### config.mk
export PLATFORM = sky130hd
export DESIGN_NAME = mapping_row_action_select
export DESIGN_NICKNAME = d
export VERILOG_FILES = /design/src/common/row_action_pkg.sv /design/src/verilog/mapping_row_action_select.sv /design/src/verilog/sound_slot_limiter.sv
export SDC_FILE = /design/constraint.sdc
export NUM_CORES = 1
export LEC_CHECK = 0
export BUFFER_PORTS_ARGS = -buffer_cell sky130_fd_sc_hd__buf_2
export CELL_PAD_IN_SITES_DETAIL_PLACEMENT = 1
export CELL_PAD_IN_SITES_GLOBAL_PLACEMENT = 2
export CORE_ASPECT_RATIO = 0.75
export CORE_MARGIN = 10
export CORE_UTILIZATION = 40
export DETAILED_ROUTE_END_ITERATION = 10
export PLACE_DENSITY = 0.94
export REMOVE_ABC_BUFFERS = 1
export SYNTH_ARGS = -nofsm -noshare
export SYNTH_HDL_FRONTEND = slang
export SYNTH_HIERARCHICAL = 1
export SYNTH_SLANG_ARGS = --single-unit
### constraint.sdc
create_clock -name clock -period 47.5 [get_ports clock]
set_clock_uncertainty 0.15 [all_clocks]
set_input_delay 0 -clock clock [delete_from_list [all_inputs] [get_ports clock]]
set_output_delay 0 -clock clock [all_outputs]
set_load 0.1 [all_outputs]
### src/common/row_action_pkg.sv
// Notes on behaviour
// RULE1: Three logic words per row, indices 260-262.
// RULE2: Speed-hold bit freezes speed; throttle changes sound.
// RULE3: Shunting bit selects the shunting speed.
// RULE4: Load bits and brake functions one-three.
// RULE5: Uncoupling bit runs push-then-pull sequence.
// RULE6: Fire-box bit flickers fire-box outputs.
// RULE7: Dimmer bit dims dimming outputs about 60%.
// RULE8: Grade-crossing bit enables crossing effect outputs.
// RULE9: Bit eight bypasses acceleration and braking delays.
// RULE10: Bit sixteen switches synchronized smoke generators on.
// RULE11: Sound fade and brake sound mute bits.
// RULE12: Volume key steps down, further press restores.
// RULE13: Six gear state bits; top two reserved. The code forwards all six, the top two included.
// RULE14: Four sound words, 32 slots, LSB first.
// RULE15: One row may trigger several slots together.
// RULE16: Slot one is the prime mover sound.
// RULE17: At most ten slots play at once.
// RULE18: Programmer sums bit weights into each word.
// RULE19: Programmer writes page index before mapping words.
// RULE20: Actions apply only while row conditions hold.
// RULE21: Same bit from several rows is ORed.
package row_action_pkg;

  localparam logic [9:0] CV_PAGE_INDEX = 10'h020;
  localparam logic [9:0] CV_LOGIC_A    = 10'h104;
  localparam logic [9:0] CV_LOGIC_B    = 10'h105;
  localparam logic [9:0] CV_LOGIC_C    = 10'h106;
  localparam logic [9:0] CV_SOUND_A    = 10'h107;
  localparam logic [9:0] CV_SOUND_B    = 10'h108;
  localparam logic [9:0] CV_SOUND_C    = 10'h109;
  localparam logic [9:0] CV_SOUND_D    = 10'h10A;

  // Page that holds this row's action words.
  localparam logic [7:0] ROW_PAGE      = 8'h10;
  localparam logic [7:0] WORD_RESET    = 8'h00;
  localparam logic [7:0] PAGE_RESET    = 8'h00;

  localparam int         ROW_WORDS     = 7;
  localparam logic [2:0] W_LOGIC_A     = 3'h0;
  localparam logic [2:0] W_LOGIC_B     = 3'h1;
  localparam logic [2:0] W_LOGIC_C     = 3'h2;
  localparam logic [2:0] W_SOUND_A     = 3'h3;
  localparam logic [2:0] W_SOUND_B     = 3'h4;
  localparam logic [2:0] W_SOUND_C     = 3'h5;
  localparam logic [2:0] W_SOUND_D     = 3'h6;

  localparam int LA_OPT_LOAD     = 0;
  localparam int LA_SHUNT        = 1;
  localparam int LA_BRAKE_LO     = 2;
  localparam int LA_BRAKE_HI     = 4;
  localparam int LA_PRIMARY_LOAD = 5;
  localparam int LA_UNCOUPLE     = 6;
  localparam int LA_HOLD         = 7;
  localparam int LB_FIRE_BOX     = 0;
  localparam int LB_DIMMER       = 1;
  localparam int LB_CROSSING     = 2;
  localparam int LB_NO_DELAY     = 3;
  localparam int LB_SMOKE        = 4;
  localparam int LB_FADE         = 5;
  localparam int LB_MUTE_BRAKE   = 6;
  localparam int LB_VOLUME       = 7;
  localparam int LC_GEAR_LO      = 0;
  localparam int LC_GEAR_HI      = 5;

  localparam int SLOT_COUNT      = 32;
  localparam int MAX_PLAYING     = 10;

  localparam logic [2:0] VOL_FULL      = 3'h0;
  localparam logic [2:0] VOL_LAST_STEP = 3'h4;

  localparam int CLOCK_KHZ           = 250000;
  localparam int UNCOUPLE_PUSH_MS    = 500;
  localparam int UNCOUPLE_PULL_MS    = 500;
  localparam int UNCOUPLE_PUSH_CYCLES = UNCOUPLE_PUSH_MS * CLOCK_KHZ;
  localparam int UNCOUPLE_PULL_CYCLES = UNCOUPLE_PULL_MS * CLOCK_KHZ;

  typedef enum logic [2:0] {
    U_IDLE = 3'b001,
    U_PUSH = 3'b010,
    U_PULL = 3'b100
  } uncouple_state_t;

endpackage

### src/verilog/mapping_row_action_select.sv
module mapping_row_action_select
  import row_action_pkg::*;
#(
  parameter int PUSH_CYCLES = UNCOUPLE_PUSH_CYCLES,
  parameter int PULL_CYCLES = UNCOUPLE_PULL_CYCLES
) (
  input  wire logic                  clock,
  input  wire logic                  rstn,
  input  wire logic                  cv_wr,
  input  wire logic                  cv_rd,
  input  wire logic [9:0]            cv_addr,
  input  wire logic [7:0]            cv_wdata,
  output logic      [7:0]            cv_rdata,
  output logic                       cv_rvalid,
  input  wire logic                  row_match,
  input  wire logic [7:0]            other_logic_a,
  input  wire logic [7:0]            other_logic_b,
  input  wire logic [7:0]            other_logic_c,
  input  wire logic [SLOT_COUNT-1:0] other_sound,
  output logic                       speed_hold,
  output logic                       shunting_mode,
  output logic                       optional_load,
  output logic                       primary_load,
  output logic      [2:0]            brake_select,
  output logic                       uncouple_push,
  output logic                       uncouple_pull,
  output logic                       fire_box,
  output logic                       dimmer,
  output logic                       grade_crossing,
  output logic                       bypass_delay,
  output logic                       smoke_on,
  output logic                       sound_fade,
  output logic                       brake_sound_mute,
  output logic      [2:0]            volume_step,
  output logic      [5:0]            gear_state,
  output logic      [SLOT_COUNT-1:0] slot_play
);

  logic [7:0]        words [ROW_WORDS];
  logic [7:0]        page;
  logic              uncouple_prev;
  logic              volume_prev;
  logic [31:0]       phase_count;
  uncouple_state_t   state;
  uncouple_state_t   next_state;

  function automatic logic map_hit(input logic [9:0] addr, input logic [7:0] pg);
    return (pg == ROW_PAGE) && (addr >= CV_LOGIC_A) && (addr <= CV_SOUND_D);
  endfunction

  function automatic logic [2:0] word_sel(input logic [9:0] addr);
    logic [9:0] diff;
    diff = addr - CV_LOGIC_A;
    return diff[2:0];
  endfunction

  // The same indices repeat on other pages, so the page must match too.
  wire logic       wr_hit  = cv_wr && map_hit(cv_addr, page); // [RULE19] [RULE1] [RULE14]
  wire logic       rd_hit  = map_hit(cv_addr, page);
  wire logic [2:0] wr_sel  = word_sel(cv_addr);
  wire logic [2:0] rd_sel  = word_sel(cv_addr);
  wire logic       page_wr = cv_wr && (cv_addr == CV_PAGE_INDEX);
  wire logic       page_rd = (cv_addr == CV_PAGE_INDEX);
  wire logic [7:0] next_rdata = page_rd ? page : (rd_hit ? words[rd_sel] : 8'h00);

  // A row adds its request only while its conditions hold; other rows merge in.
  wire logic [7:0] act_a = (row_match ? words[W_LOGIC_A] : 8'h00) | other_logic_a; // [RULE21]
  wire logic [7:0] act_b = (row_match ? words[W_LOGIC_B] : 8'h00) | other_logic_b; // [RULE21]
  wire logic [7:0] act_c = (row_match ? words[W_LOGIC_C] : 8'h00) | other_logic_c; // [RULE21]
  wire logic [SLOT_COUNT-1:0] row_sound = {words[W_SOUND_D], words[W_SOUND_C],
                                           words[W_SOUND_B], words[W_SOUND_A]}; // [RULE14]
  wire logic [SLOT_COUNT-1:0] act_sound =
    (row_match ? row_sound : {SLOT_COUNT{1'b0}}) | other_sound; // [RULE15] [RULE20] [RULE21]
  wire logic [SLOT_COUNT-1:0] slot_grant;

  wire logic uncouple_start = act_a[LA_UNCOUPLE] && !uncouple_prev;
  wire logic volume_release = volume_prev && !act_b[LB_VOLUME];
  wire logic push_done      = (phase_count == 32'(PUSH_CYCLES - 1));
  wire logic pull_done      = (phase_count == 32'(PULL_CYCLES - 1));
  wire logic [2:0] next_volume = (volume_step == VOL_LAST_STEP) ? VOL_FULL
                                                                : volume_step + 3'h1;

  sound_slot_limiter u_limiter (
    .request (act_sound),
    .grant   (slot_grant)
  );

  always_ff @(posedge clock) begin
    if (!rstn) begin
      for (int i = 0; i < ROW_WORDS; i++) begin
        words[i] <= WORD_RESET;
      end
      page <= PAGE_RESET;
    end else begin
      if (page_wr) begin
        page <= cv_wdata; // [RULE19]
      end
      if (wr_hit) begin
        words[wr_sel] <= cv_wdata; // [RULE1] [RULE14]
      end
    end
  end

  always_ff @(posedge clock) begin
    if (!rstn) begin
      cv_rdata  <= 8'h00;
      cv_rvalid <= 1'b0;
    end else begin
      cv_rdata  <= next_rdata;
      cv_rvalid <= cv_rd;
    end
  end

  // All six gear bits are forwarded, the two reserved ones included.
  always_ff @(posedge clock) begin
    if (!rstn) begin
      speed_hold       <= 1'b0;
      shunting_mode    <= 1'b0;
      optional_load    <= 1'b0;
      primary_load     <= 1'b0;
      brake_select     <= 3'h0;
      fire_box         <= 1'b0;
      dimmer           <= 1'b0;
      grade_crossing   <= 1'b0;
      bypass_delay     <= 1'b0;
      smoke_on         <= 1'b0;
      sound_fade       <= 1'b0;
      brake_sound_mute <= 1'b0;
      gear_state       <= 6'h00;
      slot_play        <= {SLOT_COUNT{1'b0}};
    end else begin
      speed_hold       <= act_a[LA_HOLD]; // [RULE2]
      shunting_mode    <= act_a[LA_SHUNT]; // [RULE3]
      optional_load    <= act_a[LA_OPT_LOAD]; // [RULE4]
      primary_load     <= act_a[LA_PRIMARY_LOAD]; // [RULE4]
      brake_select     <= act_a[LA_BRAKE_HI:LA_BRAKE_LO]; // [RULE4]
      fire_box         <= act_b[LB_FIRE_BOX]; // [RULE6]
      dimmer           <= act_b[LB_DIMMER]; // [RULE7]
      grade_crossing   <= act_b[LB_CROSSING]; // [RULE8]
      bypass_delay     <= act_b[LB_NO_DELAY]; // [RULE9]
      smoke_on         <= act_b[LB_SMOKE]; // [RULE10]
      sound_fade       <= act_b[LB_FADE]; // [RULE11]
      brake_sound_mute <= act_b[LB_MUTE_BRAKE]; // [RULE11]
      gear_state       <= act_c[LC_GEAR_HI:LC_GEAR_LO]; // [RULE13]
      slot_play        <= slot_grant; // [RULE17]
    end
  end

  // The step advances on release, so holding the key does not race down.
  always_ff @(posedge clock) begin
    if (!rstn) begin
      volume_prev <= 1'b0;
      volume_step <= VOL_FULL;
    end else begin
      volume_prev <= act_b[LB_VOLUME];
      if (volume_release) begin
        volume_step <= next_volume; // [RULE12]
      end
    end
  end

  // Once started the sequence runs to its end even if the bit drops.
  always_comb begin
    next_state = state;
    case (state)
      U_IDLE: begin
        if (uncouple_start) begin
          next_state = U_PUSH; // [RULE5]
        end
      end
      U_PUSH: begin
        if (push_done) begin
          next_state = U_PULL; // [RULE5]
        end
      end
      U_PULL: begin
        if (pull_done) begin
          next_state = U_IDLE;
        end
      end
      default: begin
        next_state = U_IDLE;
      end
    endcase
  end

  always_ff @(posedge clock) begin
    if (!rstn) begin
      state         <= U_IDLE;
      phase_count   <= 32'h0000_0000;
      uncouple_prev <= 1'b0;
      uncouple_push <= 1'b0;
      uncouple_pull <= 1'b0;
    end else begin
      state         <= next_state;
      phase_count   <= (next_state != state) ? 32'h0000_0000 : phase_count + 32'h0000_0001;
      uncouple_prev <= act_a[LA_UNCOUPLE];
      uncouple_push <= (next_state == U_PUSH); // [RULE5]
      uncouple_pull <= (next_state == U_PULL); // [RULE5]
    end
  end
endmodule

### src/verilog/sound_slot_limiter.sv
module sound_slot_limiter
  import row_action_pkg::*;
(
  input  wire logic [SLOT_COUNT-1:0] request,
  output logic      [SLOT_COUNT-1:0] grant
);

  // Lower slots win, so the prime mover in slot one is never crowded out.
  always_comb begin
    int taken;
    taken = 0;
    grant = '0;
    for (int i = 0; i < SLOT_COUNT; i++) begin
      if (request[i] && (taken < MAX_PLAYING)) begin // [RULE17] [RULE16]
        grant[i] = 1'b1;
        taken    = taken + 1;
      end
    end
  end

endmodule

==> results.md <==
CTS:
- The cell sitting at the root of the clock tree is a sky130_fd_sc_hd__clkbuf_16.
- The deepest level of the CTS H-tree is 4.
- The clock passes through at most 2 buffers.
- The number of post-CTS setup repair buffers is 0.
- The clock insertion delay at the later pin of the skew report is 0.45 ns.
- The total clock buffers created by CTS is 17.
- TritonCTS built the clock tree.
- The clock drives 175 sinks.
- The clock input transition at the sequential cells of the worst setup and hold paths is 0.07 ns.

Synth:
- The mapped netlist covers 0.0124 mm2.
- After synthesis, flip-flops and latches occupy 32.8% of the total area.
- The share of synthesized registers carrying an async set or reset is 0%.
- Sorting the synthesized cells by area gives the leading types as sky130_fd_sc_hd__dfxtp_1, sky130_fd_sc_hd__edfxtp_1, sky130_fd_sc_hd__nor2_1.
- Yosys printed 6 warnings.
- A synthesized cell averages 8.90 um2.
- Counting instances in the post-synthesis netlist gives the leading cell types as sky130_fd_sc_hd__nor2_1, sky130_fd_sc_hd__dfxtp_1, sky130_fd_sc_hd__nand2_1.
- The number of flops mapped to enable cells by yosys is 56.
- The share of the synthesized area in the top cell type is 19.2%.
- The most common cell in the netlist is sky130_fd_sc_hd__nor2_1.
- The total of flip-flops plus latches after synthesis is 175.
- The unique cell type count in the Yosys netlist is 127.
- The dominant synthesized flop cell is sky130_fd_sc_hd__dfxtp_1.
- In the synthesized netlist, the number of instances is 1394.
- sky130_fd_sc_hd__dfxtp_1 takes more of the synthesized area than any other cell.

Layout:
- The fraction of layout cells with a size suffix above 1 is 19.9%.
- The finished layout holds 1967 standard cells, fillers aside.
- The number of inserted filler cells in the final layout is 3549.
- The final layout contains 1666 nets.
- Once layout is complete, the utilization of the core stands at 47.6%.
- Compared with the post-synthesis result, the final layout area differs by 16.6%.

Worst setup path:
- The worst setup path is launched from a flop.
- The worst setup path is captured at a flop.
- The critical path arrival is 26.69 ns.
- The gate family responsible for the most delay along the worst path is adder cells.
- The data required time of the critical path is 47.70 ns.
- The buffers plus inverters on the worst setup path is 17.
- Of all nets on the critical path, the largest fanout is 9.
- On the critical path, the stage with the largest delay is an instance of sky130_fd_sc_hd__a2111oi_1.
- The cell that appears most often on the critical path is sky130_fd_sc_hd__ha_1.
- The maximum cell stage delay along the critical path is 0.72 ns.
- The startpoint-to-endpoint class of the critical path is reg2reg.

Die:
- The die extent in x is 223 um.
- The floorplan step defined a core boundary enclosing 0.0303 mm2.
- In this run the vertical extent of the chip is 172 um.
- The die covers 0.0385 mm2.
- The floorplan has 55 rows.
- The initial core utilization is 40.9%.
- For this design the top-level I/O count stands at 145.

Global route:
- The via count of the first global-routing pass is 11842.
- The first global-routing pass estimated 66.6 mm of wire.
- The maximum number of pins on one net before global-route repair is 57.
- For this run the aggregate overflow at the end of global routing stands at 0.
- The number of antenna violations at the first check in global routing came to 2.
- The total routing usage reported by global routing is 21.2%.

Routing:
- Wires add up to 42.2 mm.
- Detailed routing inserted a total of 11862 vias.
- In the final routed layout, each cell accounts on average for 21.5 um.
- The first detailed-routing pass ran for 5 iterations.
- For this run, design rule violations remaining after detail routing come to 0.
- The initial detailed-routing violation count is 960.
- The count of nets left with antenna violations after detail routing is 0.
- Using the TritonRoute via totals, the vias-per-cell ratio works out to 6.03.

Timing:
- After layout, the minimum clock period comes to 26.49 ns.
- At the pin with the least slew margin, the transition time is 1.06 ns.
- The worst relative slew slack is 28.9%.
- Once routing completed, OpenROAD measured the worst setup slack at 21.01 ns.
- The number of pins with negative max-slew slack in the final report was 0.
- Setup repair after global routing left no endpoint under its margin.
- Setup total negative slack on the finished layout was measured at 0 ns.
- The total of endpoints with negative setup slack in the final report is 0.
- The final period utilization is 55.8%.
- The count of endpoints failing hold in the final timing report is 0.
- The top achievable clock speed is 37.8 MHz.

Job:
- Across the run, the number of max-cap violations was 0.

Placement:
- The sum of net half-perimeters after detailed placement is 31.0 mm.
- Prior to clock tree synthesis, the placed netlist has a worst setup slack of 21.47 ns.
- The total instance count after detailed placement is 1894.
- The congestion estimate from routability-driven global placement came to 0.880.
- Buffers placed on the I/O ports in this run total 142.

Min path:
- The worst hold path belongs to the class in2reg.

Status:
- The run finished with clean final reports.
[final timing paths]
path                  startpoint  slack (ns)             end  cells after the start
setup / recovery     words[3][0]       21.01   slot_play[31]                    109
hold / removal              rstn        0.02        state[0]                      3
setup reg to reg     words[3][0]       21.01   slot_play[31]                    109
hold reg to reg   phase_count[0]        0.30  phase_count[0]                      1
[registers in the layout (all words and copies together), names as in the netlist, 3 cells and up]
name / count
brake_select: 3
cv_rdata: 8
gear_state: 6
page: 8
phase_count: 32
slot_play: 32
state: 3
volume_step: 3
words: 64
[tightest hold or removal path: cells and delay by family]
family	cells	cell delay, ns
buf+inv	2	0.37
compound gates	1	0.17
[metrics by stage]
| stage | cell area [um2] | hold WS (ns) |
|---|---|---|
| finish | 14500 | 0.0155 |
| detailed placement | 13500 | 0.0636 |
| CTS | 14400 | 0.00546 |
| global route | 14500 | 0.0281 |
| global placement | 13500 | 0.0552 |
| floorplan | 12200 | -0.0738 |
[routing by layer]
metal  GRT usage, %  vias up  share of wire, %  routed length, um
met1           28.9     5905                47              20000
met4           5.25        0               1.5                623
met2           34.1      360                46              19400
met3           3.78       39               5.3               2240
li1               -     5558                 -                  -
met5              0        -                 0                  0
[area by class of cell]
type                       instances  area, um2  share of cell area, %
timing repair buffer             193       1190                   8.24
inverter                          89        334                   2.31
clock buffer                      25        533                   3.69
tap                              399        499                   3.45
sequential                       175       4060                   28.1
clock inverter                     7       43.8                  0.303
multi-input combinational       1077       7780                   53.9
antenna                            2       5.00                 0.0346
[cells in the final DEF (no fill, tap or decap), types with 20 or more instances in the layout]
cell type,synthesis,layout
sky130_fd_sc_hd__nor4_1,34,34
sky130_fd_sc_hd__o211ai_1,20,20
sky130_fd_sc_hd__dlygate4sd3_1,0,39
sky130_fd_sc_hd__dfxtp_1,119,119
sky130_fd_sc_hd__nand3_1,41,41
sky130_fd_sc_hd__a21oi_1,71,71
sky130_fd_sc_hd__xnor2_1,35,35
sky130_fd_sc_hd__nand2_1,88,88
sky130_fd_sc_hd__clkbuf_16,0,20
sky130_fd_sc_hd__buf_2,4,142
sky130_fd_sc_hd__ha_1,34,34
sky130_fd_sc_hd__edfxtp_1,56,56
sky130_fd_sc_hd__a21o_1,48,48
sky130_fd_sc_hd__inv_1,80,80
sky130_fd_sc_hd__and2_1,59,59
sky130_fd_sc_hd__o21ai_0,28,28
sky130_fd_sc_hd__nor2_1,145,145
sky130_fd_sc_hd__nor3_1,48,48
[logic make-up (layout without fill, tap and decap cells)]
group                      count (synthesis)  after routing  share of synthesized area (%)
buffers and inverters                    149            314                           4.67
adders and majority gates                 34             34                           3.43
AOI/OAI and AO/OA                        406            406                           26.5
muxes                                     34             34                           4.43
other                                      1             10                         0.0302
xor gates and xnor gates                  57             57                           5.31
and+or+nand+nor                          538            538                           22.9
DFF                                      175            175                           32.8
[timing repair]
item                                    4_1_cts  5_1_grt
resized for setup                             0        0
endpoints found under the hold margin        73        0
hold buffers                                 39        0
endpoints found under the setup margin        0        0
Power is not shown: default switching activity piles up to over one toggle a cycle in this logic, so the estimate is an artifact.
